[config.mk]
export PLATFORM = sky130hd
export DESIGN_NAME = eag_core
export DESIGN_NICKNAME = d
export VERILOG_FILES = /design/src/eag_pkg.sv /design/src/eag_core.sv
export SDC_FILE = /design/constraint.sdc
export NUM_CORES = 1
export LEC_CHECK = 0
export BUFFER_PORTS_ARGS = -buffer_cell sky130_fd_sc_hd__buf_2
export CELL_PAD_IN_SITES_DETAIL_PLACEMENT = 2
export CELL_PAD_IN_SITES_GLOBAL_PLACEMENT = 2
export CORE_ASPECT_RATIO = 0.5
export CORE_UTILIZATION = 31
export CTS_CLUSTER_DIAMETER = 80
export CTS_CLUSTER_SIZE = 25
export DETAILED_ROUTE_END_ITERATION = 12
export GPL_ROUTABILITY_DRIVEN = 0
export PLACE_DENSITY = 0.82
export SLEW_MARGIN = 15
export SYNTH_ARGS = -nofsm -noshare
export SYNTH_HDL_FRONTEND = slang
export SYNTH_SLANG_ARGS = --single-unit
export TNS_END_PERCENT = 5
[constraint.sdc]
create_clock -name core_clk -period 4 [get_ports core_clk]
set_input_delay 0 -clock core_clk [delete_from_list [all_inputs] [get_ports core_clk]]
set_output_delay 0 -clock core_clk [all_outputs]
set_load 0.005 [all_outputs]
[src/eag_pkg.sv]
package eag_pkg;
    localparam int ADDR_W = 24;
    localparam int DATA_W = 16;
    localparam int PTR_BYTES = 4;
    localparam int CREG_SEL_W = 4;
    localparam logic [ADDR_W-1:0] ADDR_ZERO = 24'h000000;
    localparam logic [31:0] WORD_ZERO = 32'h00000000;

    typedef enum logic [3:0] {
        EAG_M_REG_DIRECT,
        EAG_M_AREG_IND,
        EAG_M_AREG_REL,
        EAG_M_SB_REL,
        EAG_M_FB_REL,
        EAG_M_SP_REL,
        EAG_M_ABS,
        EAG_M_ABS_IND,
        EAG_M_AREG_IND2,
        EAG_M_AREG_REL_IND,
        EAG_M_SB_REL_IND,
        EAG_M_FB_REL_IND,
        EAG_M_PC_REL,
        EAG_M_CREG_DIRECT
    } eag_mode_t;

    // register direct selectors
    typedef enum logic [3:0] {
        EAG_R_DATA_REG0_LOW, EAG_R_DATA_REG0_HIGH, EAG_R_DATA_REG1_LOW, EAG_R_DATA_REG1_HIGH,
        EAG_R_DATA0, EAG_R_DATA1, EAG_R_DATA2, EAG_R_DATA3,
        EAG_R_ADDR_REG_ZERO, EAG_R_ADDR_REG_ONE,
        EAG_R_DATA_PAIR_LOW, EAG_R_DATA_PAIR_HIGH
    } eag_reg_t;

    typedef enum logic [1:0] {EAG_DSP_8, EAG_DSP_16, EAG_DSP_24} eag_dsp_t;
    typedef enum logic [1:0] {EAG_J_SHORT, EAG_J_BYTE, EAG_J_WORD} eag_jlen_t;
    typedef enum logic [1:0] {EAG_OP_OTHER, EAG_OP_MOVE, EAG_OP_JUMP, EAG_OP_CALL} eag_op_t;

    typedef struct packed {
        eag_mode_t               mode;
        eag_op_t                 op;
        eag_reg_t                reg_sel;
        logic                    areg_one;
        eag_dsp_t                dsp_size;
        eag_jlen_t               jlen;
        logic [ADDR_W-1:0]       dsp;
        logic [CREG_SEL_W-1:0]   creg_sel;
    } eag_req_t;

    typedef struct packed {
        logic [ADDR_W-1:0] addr_reg_zero;
        logic [ADDR_W-1:0] addr_reg_one;
        logic [ADDR_W-1:0] static_base_reg;
        logic [ADDR_W-1:0] frame_base_reg;
        logic [ADDR_W-1:0] stack_ptr_reg;
        logic [ADDR_W-1:0] pc;
        logic [DATA_W-1:0] data_reg0;
        logic [DATA_W-1:0] data_reg1;
        logic [DATA_W-1:0] data_reg2;
        logic [DATA_W-1:0] data_reg3;
    } eag_regs_t;

    typedef enum logic [1:0] {EAG_K_MEM, EAG_K_REG, EAG_K_CREG} eag_kind_t;

    typedef struct packed {
        eag_kind_t             kind;
        logic [ADDR_W-1:0]     addr;
        logic [31:0]           reg_val;
        logic [CREG_SEL_W-1:0] creg_sel;
        logic                  illegal;
    } eag_res_t;
endpackage

[src/eag_core.sv]
`timescale 1ns/1ps
// Contract
// (RULE_01) Register direct selects only data register halves, 16-bit data/address regs or data pairs.
// (RULE_02) Address-register indirect gives the address register itself, no offset.
// (RULE_03) Address-register relative adds an unsigned 8/16/24-bit displacement.
// (RULE_04) Address-register relative overflow drops carries and wraps to zero.
// (RULE_05) Static-base relative adds the zero-extended displacement, wrapping to zero.
// (RULE_06) Static-base 8-bit reach is 0..255 and 16-bit reach is 0..65535.
// (RULE_07) Frame-base relative adds the sign-extended 8 or 16-bit displacement.
// (RULE_08) Frame-base results outside the space wrap to the bottom or top.
// (RULE_09) Stack-pointer relative is only for move and adds a signed 8-bit displacement.
// (RULE_10) Absolute indirect reads a 4-byte pointer at the absolute address and uses it.
// (RULE_11) Two-stage indirect fetches a 4-byte pointer at the address register value.
// (RULE_12) Relative indirect fetches a 4-byte pointer at address register plus displacement.
// (RULE_13) Short jump adds an unsigned displacement giving PC+2..PC+9, plain jump only.
// (RULE_14) Byte/word jumps and calls add a sign-extended displacement.
// (RULE_15) Program-counter relative targets wrap at the ends of the space.
// (RULE_16) Special addressing can select control registers as well as memory.
// (RULE_17) A fetched pointer contributes only its low address-width bits.
module eag_core
    import eag_pkg::*;
(
    // clock and reset
    input  wire logic              core_clk,
    input  wire logic              reset,
    // request from decoder
    input  wire logic              req_valid,
    input  wire eag_req_t          req,
    input  wire eag_regs_t         regs,
    // pointer fetch, one byte per beat
    output logic                   mem_rd,
    output logic [ADDR_W-1:0]      mem_addr,
    input  wire logic              mem_ack,
    input  wire logic [7:0]        mem_rdata,
    // result
    output logic                   busy,
    output logic                   res_valid,
    output eag_res_t               res
);
    localparam logic [ADDR_W-1:0] SHORT_BASE = 24'h000002;
    localparam logic [2:0]        LAST_BYTE  = 3'(PTR_BYTES - 1);

    typedef enum logic [1:0] {ST_IDLE, ST_FETCH, ST_WAIT} eag_st_t;

    eag_st_t             st_r;
    logic [2:0]          byte_r;
    logic [31:0]         ptr_r;
    logic [ADDR_W-1:0]   ptr_base_r;

    // all sums are cut to the address width, which is the wrap
    function automatic logic [ADDR_W-1:0] wrap_add(input logic [ADDR_W-1:0] a,
                                                   input logic [ADDR_W-1:0] b);
        logic [ADDR_W:0] s;
        s = {1'b0, a} + {1'b0, b};
        return s[ADDR_W-1:0];
    endfunction

    function automatic logic [ADDR_W-1:0] dsp_ext(input logic [ADDR_W-1:0] d,
                                                  input eag_dsp_t sz, input logic sgn);
        logic [ADDR_W-1:0] r;
        r = d;
        unique case (sz)
            EAG_DSP_8:  r = {{(ADDR_W-8){sgn & d[7]}}, d[7:0]};
            EAG_DSP_16: r = {{(ADDR_W-16){sgn & d[15]}}, d[15:0]};
            default:    r = d;
        endcase
        return r;
    endfunction

    logic [ADDR_W-1:0] areg, ea, pc_tgt;
    logic              is_ind, is_illegal;
    logic [31:0]       rval;

    always_comb begin
        areg = req.areg_one ? regs.addr_reg_one : regs.addr_reg_zero;
        ea = ADDR_ZERO;
        is_ind = 1'b0;
        is_illegal = 1'b0;
        unique case (req.mode)
            EAG_M_AREG_IND, EAG_M_AREG_IND2: ea = areg;                    // [RULE_02] [RULE_11]
            EAG_M_AREG_REL, EAG_M_AREG_REL_IND:
                ea = wrap_add(areg, dsp_ext(req.dsp, req.dsp_size, 1'b0)); // [RULE_03] [RULE_04] [RULE_12]
            EAG_M_SB_REL, EAG_M_SB_REL_IND: begin
                // 24-bit form does not exist here
                ea = wrap_add(regs.static_base_reg, dsp_ext(req.dsp, req.dsp_size, 1'b0)); // [RULE_05] [RULE_06]
                is_illegal = (req.dsp_size == EAG_DSP_24);
            end
            EAG_M_FB_REL, EAG_M_FB_REL_IND: begin
                ea = wrap_add(regs.frame_base_reg, dsp_ext(req.dsp, req.dsp_size, 1'b1)); // [RULE_07] [RULE_08]
                is_illegal = (req.dsp_size == EAG_DSP_24);
            end
            EAG_M_SP_REL: begin
                ea = wrap_add(regs.stack_ptr_reg, dsp_ext(req.dsp, EAG_DSP_8, 1'b1)); // [RULE_09]
                is_illegal = (req.op != EAG_OP_MOVE);                                 // [RULE_09]
            end
            EAG_M_ABS, EAG_M_ABS_IND: ea = req.dsp;                        // [RULE_10]
            default: ea = ADDR_ZERO;
        endcase
        if (req.mode inside {EAG_M_ABS_IND, EAG_M_AREG_IND2, EAG_M_AREG_REL_IND,
                             EAG_M_SB_REL_IND, EAG_M_FB_REL_IND})
            is_ind = 1'b1;
    end

    // program-counter relative target
    always_comb begin
        pc_tgt = regs.pc;
        unique case (req.jlen)
            EAG_J_SHORT: pc_tgt = wrap_add(wrap_add(regs.pc, SHORT_BASE),
                                           {{(ADDR_W-3){1'b0}}, req.dsp[2:0]}); // [RULE_13] [RULE_15]
            EAG_J_BYTE:  pc_tgt = wrap_add(regs.pc, dsp_ext(req.dsp, EAG_DSP_8, 1'b1));  // [RULE_14] [RULE_15]
            default:     pc_tgt = wrap_add(regs.pc, dsp_ext(req.dsp, EAG_DSP_16, 1'b1)); // [RULE_14] [RULE_15]
        endcase
    end

    // register direct operand value
    always_comb begin
        rval = WORD_ZERO;
        unique case (req.reg_sel)                                          // [RULE_01]
            EAG_R_DATA_REG0_LOW:  rval = {24'h000000, regs.data_reg0[7:0]};
            EAG_R_DATA_REG0_HIGH: rval = {24'h000000, regs.data_reg0[15:8]};
            EAG_R_DATA_REG1_LOW:  rval = {24'h000000, regs.data_reg1[7:0]};
            EAG_R_DATA_REG1_HIGH: rval = {24'h000000, regs.data_reg1[15:8]};
            EAG_R_DATA0:          rval = {16'h0000, regs.data_reg0};
            EAG_R_DATA1:          rval = {16'h0000, regs.data_reg1};
            EAG_R_DATA2:          rval = {16'h0000, regs.data_reg2};
            EAG_R_DATA3:          rval = {16'h0000, regs.data_reg3};
            EAG_R_ADDR_REG_ZERO:  rval = {16'h0000, regs.addr_reg_zero[15:0]};
            EAG_R_ADDR_REG_ONE:   rval = {16'h0000, regs.addr_reg_one[15:0]};
            EAG_R_DATA_PAIR_LOW:  rval = {regs.data_reg2, regs.data_reg0};
            EAG_R_DATA_PAIR_HIGH: rval = {regs.data_reg3, regs.data_reg1};
            default:              rval = WORD_ZERO;
        endcase
    end

    // sequencer: direct modes answer next cycle, legal indirect ones fetch 4 bytes
    always_ff @(posedge core_clk) begin
        if (reset) begin
            st_r       <= ST_IDLE;
            byte_r     <= 3'h0;
            ptr_r      <= 32'h00000000;
            ptr_base_r <= ADDR_ZERO;
            mem_rd     <= 1'b0;
            mem_addr   <= ADDR_ZERO;
            busy       <= 1'b0;
            res_valid  <= 1'b0;
            res        <= '0;
        end else begin
            res_valid <= 1'b0;
            unique case (st_r)
                ST_IDLE: if (req_valid) begin
                    if (is_ind && !is_illegal) begin
                        st_r       <= ST_FETCH;
                        ptr_base_r <= ea;
                        byte_r     <= 3'h0;
                        mem_rd     <= 1'b1;
                        mem_addr   <= ea;                              // [RULE_10] [RULE_11] [RULE_12]
                        busy       <= 1'b1;
                    end else begin
                        res_valid    <= 1'b1;
                        res.illegal  <= is_illegal ||
                            (req.mode == EAG_M_PC_REL && req.jlen == EAG_J_SHORT &&
                             req.op != EAG_OP_JUMP) ||                  // [RULE_13]
                            (req.mode == EAG_M_PC_REL && req.op != EAG_OP_JUMP &&
                             req.op != EAG_OP_CALL);                    // [RULE_14]
                        res.reg_val  <= rval;
                        res.creg_sel <= req.creg_sel;
                        res.kind     <= (req.mode == EAG_M_REG_DIRECT) ? EAG_K_REG :
                                        (req.mode == EAG_M_CREG_DIRECT) ? EAG_K_CREG :
                                        EAG_K_MEM;                      // [RULE_01] [RULE_16]
                        res.addr     <= (req.mode == EAG_M_PC_REL) ? pc_tgt : ea;
                    end
                end
                ST_FETCH: if (mem_ack) begin
                    // little-endian pointer assembly
                    ptr_r[byte_r*8 +: 8] <= mem_rdata;
                    if (byte_r == LAST_BYTE) begin
                        st_r   <= ST_WAIT;
                        mem_rd <= 1'b0;
                    end else begin
                        byte_r   <= byte_r + 3'h1;
                        mem_addr <= wrap_add(ptr_base_r, {21'h000000, byte_r + 3'h1});
                    end
                end
                ST_WAIT: begin
                    st_r         <= ST_IDLE;
                    busy         <= 1'b0;
                    res_valid    <= 1'b1;
                    res.kind     <= EAG_K_MEM;
                    res.illegal  <= 1'b0;
                    res.reg_val  <= ptr_r;
                    res.addr     <= ptr_r[ADDR_W-1:0];                  // [RULE_17]
                end
                default: st_r <= ST_IDLE;
            endcase
        end
    end
endmodule

## After elaboration in Yosys (flattened, before gate mapping)

Index checks and enable logic that the tools add are counted.

- Shifts and indexed selects: 2
- Equality and inequality tests: 39
- Multiplexer cells: 46
- Bitwise operators: 1
- Add/subtract/negate cells: 11
- Reductions and logical operators: 31

Operators by type and width:

| cell | count |
|---|---|
| $pmux 32 s12 | 1 |
| $mux 24 | 12 |
| $pmux 24 s2 | 4 |
| $add 24x24->24 | 6 |
| $pmux 24 s6 | 1 |
| $mux 63 | 2 |
| $pmux 58 s2 | 1 |
| $add 24x3->24 | 2 |
| $eq 4x4->1 const B | 10 |
| $neg 6->34 | 1 |
| $shift 8x34->32 const A | 1 |
| $shiftx 8x34->32 | 1 |
| $bwmux 32 | 1 |
| $eq 4x3->1 const B | 8 |
| $add 24x2->24 const B | 1 |
| $eq 4x2->1 const B | 4 |
| $ne 2x2->1 const B | 8 |
| $mux 2 | 6 |
| $mux 3 | 4 |
| $reduce_and 3->1 | 4 |
| $reduce_or 2->1 | 6 |
| $pmux 1 s2 | 5 |
| $reduce_and 5->1 | 2 |
| $eq 4x1->1 const B | 2 |
| other kinds (19) | 37 |

- Register bits: 151
- Input bits: 263
- Output and inout bits: 90
- Logic and storage cells: 143

## Longest topological paths before layout

- Word-level depth: 9
- Depth in mapped cells: 19
- Gate-level depth less buffers: 16

## Least setup slack after synthesis

No wires, ideal clock.

- Path type: input port to flip-flop
- Start point: input port req[39] in the netlist's numbering
- End point: register ptr_base_r[18]
- Library setup time: 0.132 ns
- Stages on the path: 19
- Arrival: 3.528 ns
- Setup slack: 0.340 ns
- Path buffers: 3
- Data required time: 3.868 ns
- Path through: buf_2 -> xnor2_1 -> or2_2 -> clkbuf_1 -> clkbuf_1 -> nor2_1 -> a21oi_1 -> ha_1 -> inv_1 -> fa_1 -> nor2b_1 -> o31ai_1 -> a21o_1 -> a2111oi_1 -> nor2_1 -> a311o_1 -> nor3b_1 -> nand2b_1 -> a21oi_1

- Longest elaborated chain between the ends: 6
- Elaborated cells between the ends (all ways): 24
- Those cells by class: eq/ne: 11; mux: 3; reduce/logical: 10

RTL lines:

| what | RTL line | RTL |
|---|---|---|
| from (decl) | eag_core.sv:28 | `input wire eag_req_t req,` |
| $eq 4x4->1 (tied with other cells) | eag_core.sv:79, eag_core.sv:99 |  |
| $reduce_or 4->1 (no source line) | -- |  |
| $pmux 1 s2 | eag_core.sv:79 | `unique case (req.mode)` |
| $logic_not 1->1 | eag_core.sv:151 | `if (is_ind && !is_illegal) begin` |
| $logic_and 1x1->1 | eag_core.sv:151 |  |
| $reduce_and 3->1 (no source line) | -- |  |
| to (signal assigned) | eag_core.sv:141 | `ptr_base_r <= ADDR_ZERO;` |
| to (signal assigned) | eag_core.sv:153 | `ptr_base_r <= ea;` |
| to (decl) | eag_core.sv:48 | `logic [ADDR_W-1:0] ptr_base_r;` |

Parallel ways exist; a longest one is shown, timed or not.
A chain may end at the register's enable or synchronous reset.

## Worst setup path in the final report

- Start point: input port req[32] in the netlist's numbering
- End point: register mem_addr[22]

- Longest elaborated chain between the ends: 6

RTL lines:

| what | RTL line | RTL |
|---|---|---|
| $mux 24 (*) | eag_core.sv:75 | `areg = req.areg_one ? regs.addr_reg_one : regs.addr_reg_zero;` |
| $add 24x24->24 | eag_core.sv:54 | `s = {1'b0, a} + {1'b0, b};` |
| $pmux 24 s6 (*) | eag_core.sv:79 |  |
| $mux 24 (*) | eag_core.sv:151 |  |
| $mux 24 (*) | eag_core.sv:150 | `ST_IDLE: if (req_valid) begin` |
| $pmux 24 s2 (*) | eag_core.sv:149 | `unique case (st_r)` |
| to (signal assigned) | eag_core.sv:181 | `mem_addr <= wrap_add(ptr_base_r, {21'h000000, byte_r + 3'h1});` |
| to (decl) | eag_core.sv:32 | `output logic [ADDR_W-1:0] mem_addr,` |

Mark *: on every way between the ends. The rest lies on a longest branch, timed or not. The select of a mux whose other input is x is not followed.

==> results.md <==
- Status: complete, no violations
- Gr usage total: 31.7%
- Tcrit/Tclk final: between 90% and 100%
- Asr flop ratio synth: 0%
- Number of synthesized flops with an enable pin: 0
- Register area share after synthesis: 20.5%
- Fin Clk Skew: between 0.01 and 0.015 ns
- Post-route minimum period: 3.67 ns
- Largest net degree at the start of global routing: 77
- Fraction of layout cells with a size suffix above 1: 21.6%
- Slew @ Worst Pin: 1.01 ns
- ANT nets after route: 0
- Worst setup SP type: input port
- Area grow syn2layout: 23.4%
- Cell Area, Synth: 0.0147 mm^2
- Slew headroom: 32.6%
- Site Rows: 56
- Initial antenna violation count: 4
- Clock Path Buffers: 2
- Drc violations: 0
- Critical Path RT: 4.31 ns
- Worst VDD drop: 273 uV
- Core region area: 0.0469 mm^2
- Peak Freq: ~0.27 GHz
- CTS clk-pin slew, worst paths: 0.07 ns
- Root buf cell: clkbuf_16
- Yosys reg bits: 151
- Iter 0 DRT Violations: 1,574
- Number of port buffers: 352
- Initial Utilization: 31.4%
- DP Wirelength: 63,300 um
- Synthesized area per cell: 7.33 um^2
- Synth warn: 0
- Slowest stage cell on the critical path: a2111oi_1
- Leak: 7.89 nW
- Post_cts resized: 0
- Worst Hold Class: input port to register
- Post-CTS setup buffers: 0
- Arrival time worst endpoint: approximately 4.0 ns
- DR WL/cell: 26.5 um
- I/O Pins: 353
- Aggregate routed wire length: 79,600 um
- Later-pin clock latency in the skew report: 0.47 ns
- Vias in the first global route: 18,600
- Setup CP Type: input port to register
- Overflow left after global routing: 0
- Distinct cells, synth: 88
- Nets: 2,719
- Final Slew Violations: 0
- Crit path max-delay family: compound AO/OA/AOI/OAI gates
- Die ar.: 0.0484 mm^2
- Drt first pass iters: 8
- MaxCap Viol Count: 0
- Final-report hold violation count: 0
- Via density: around 6.0
- First-pass GRT wire length: 116,000 um
- Die Span Y: ~160 um
- CTS tree: built
- Fin Setup TNS: 0 ns
- Chip Width: 310 um
- RSZ-0062 raised after global routing: false
- TritonCTS Sinks: 151
- CP Max Fanout: 11
- Syn Nets: 2,381
- Post-Syn Instances: approximately 2,000
- Crit-path cells: buf_2, buf_4, mux2i_1, a21oi_1, ha_1, nor2b_1, o31ai_1, a21o_1, a2111oi_1, o21ai_0, mux2i_1, o211ai_1, o21ai_0, a21oi_1
- Filler cells: around 5,600
- H-tree Lvls: 4
- CP endpoint kind: register
- CP max stage delay: 0.60 ns
- Ys flop type: dfxtp_1
- Routed via count: 18,100
- Buf+Inv Stages, Crit Path: 2
- Hold-fix buffers at CTS: 15
- Num CTS Buffers: 17
- Pwr/cell area: 334 mW/mm^2
- Utilization after layout: 38.7%
- Final setup viols: 0
[kinds of logic after synthesis]
| logic type | Yosys count | share of synthesized area, % |
|---|---|---|
| buffers and inverters | 162 | 4.28 |
| adder cells (fa/ha/maj) | 110 | 9.66 |
| AO/OA/AOI/OAI | 730 | 32.5 |
| flip-flops | 151 | 20.5 |
| XOR/XNOR | 110 | 6.55 |
| AND/OR/NAND/NOR | 669 | 21.1 |
| multiplexers | 76 | 5.37 |
[cell type report]
cell class	count	area, um^2	area share [%]
timing repair buffer	438	2460	13.5
clock buffer	22	494	2.72
sequential	151	3020	16.6
tap	638	798	4.40
inverter	43	161	0.889
multi-input combinational	1695	11100	61.0
antenna	1	2.50	0.0138
clock inverter	10	139	0.765
[cell usage after synthesis, types with 27 or more instances]
library cell	instances	area share [%]
a21oi_1	242	8.2
xnor2_1	60	3.6
o211ai_1	27	1.4
nor2_1	224	5.7
xor2_1	50	3.0
nand2_1	184	4.7
a211oi_1	41	2.1
a21o_1	46	2.3
dfxtp_1	151	21
o21ai_0	105	3.6
inv_1	42	1.1
a22oi_1	41	2.1
nor3_1	50	1.7
clkbuf_1	101	2.6
mux2i_1	52	3.5
ha_1	104	8.8
nand3_1	45	1.5
[cell usage in the layout, fill, tap and decap left out, types with 17 or more instances in the layout]
master / count
a211oi_1: 41
a21o_1: 46
a21oi_1: 241
a221oi_1: 20
a22oi_1: 41
a31oi_1: 23
and3_1: 21
buf_2: 351
buf_4: 71
clkbuf_16: 17
dfxtp_1: 151
ha_1: 104
inv_1: 42
mux2_2: 22
mux2i_1: 52
nand2_1: 184
nand2b_1: 23
nand3_1: 45
nand4_1: 26
nor2_1: 224
nor2b_1: 19
nor3_1: 49
o211ai_1: 27
o21ai_0: 104
o21ai_1: 22
o22ai_1: 21
xnor2_1: 60
xor2_1: 50
[worst reg2reg max path: cells and delay by family, from the launching register on]
family / cells / cell delay [ns]
buffers and inverters: 1 / 0.16
AOI/OAI and AO/OA: 3 / 0.77
DFF: 1 / 0.48
and+or+nand+nor: 4 / 1.24
adders and majority gates: 2 / 0.65
xor gates and xnor gates: 1 / 0.19
[per-layer routing]
metal	vias up	global-route usage (%)	routed length, um
li1	8131	-	-
met1	9126	41.1	34500
met2	686	52.5	36900
met3	173	4.58	5060
met4	4	13.3	3160
met5	-	0	39
[report_power, final]
group | switching, mW | total (mW) | internal (mW)
combinational | 1.60 | 2.55 | 0.950
clock | 0.734 | 1.80 | 1.07
sequential | 0.101 | 1.71 | 1.61
total | 2.43 | 6.06 | 3.63
[registers in the layout (all words and copies together) (netlist names)]
| name | flops |
|---|---|
| busy | 1 |
| byte_r | 3 |
| mem_addr | 24 |
| mem_rd | 1 |
| ptr_base_r | 24 |
| ptr_r | 32 |
| res | 63 |
| res_valid | 1 |
| st_r | 2 |
[stage by stage]
| step | std cells | hold slack, ns | cell area (um^2) | total power, mW | setup slack [ns] |
|---|---|---|---|---|---|
| 6_report | 2998 | 0.0149 | 18200 | 6.06 | 0.331 |
| 3_5_place_dp | 2950 | 0.256 | 17400 | 4.20 | -0.0198 |
| 2_1_floorplan | 2008 | 0.109 | 14700 | 3.16 | 0.340 |
| 4_1_cts | 2997 | 0.00277 | 18200 | 6.00 | 0.448 |
| 3_3_place_gp | 2950 | 0.235 | 17400 | 4.12 | 0.200 |
| 5_1_grt | 2998 | 0.0438 | 18200 | 6.30 | 0.0819 |
[worst paths after layout]
| check | from | to | slack [ns] | cells after the start |
|---|---|---|---|---|
| max | req[32] | mem_addr[22] | 0.33 | 14 |
| min | regs[17] | res[22] | 0.01 | 5 |
| max reg2reg | byte_r[0] | mem_addr[19] | 0.40 | 11 |
| min reg2reg | mem_addr[9] | mem_addr[9] | 0.46 | 2 |
No activity file was read; power rests on OpenSTA's default activity.
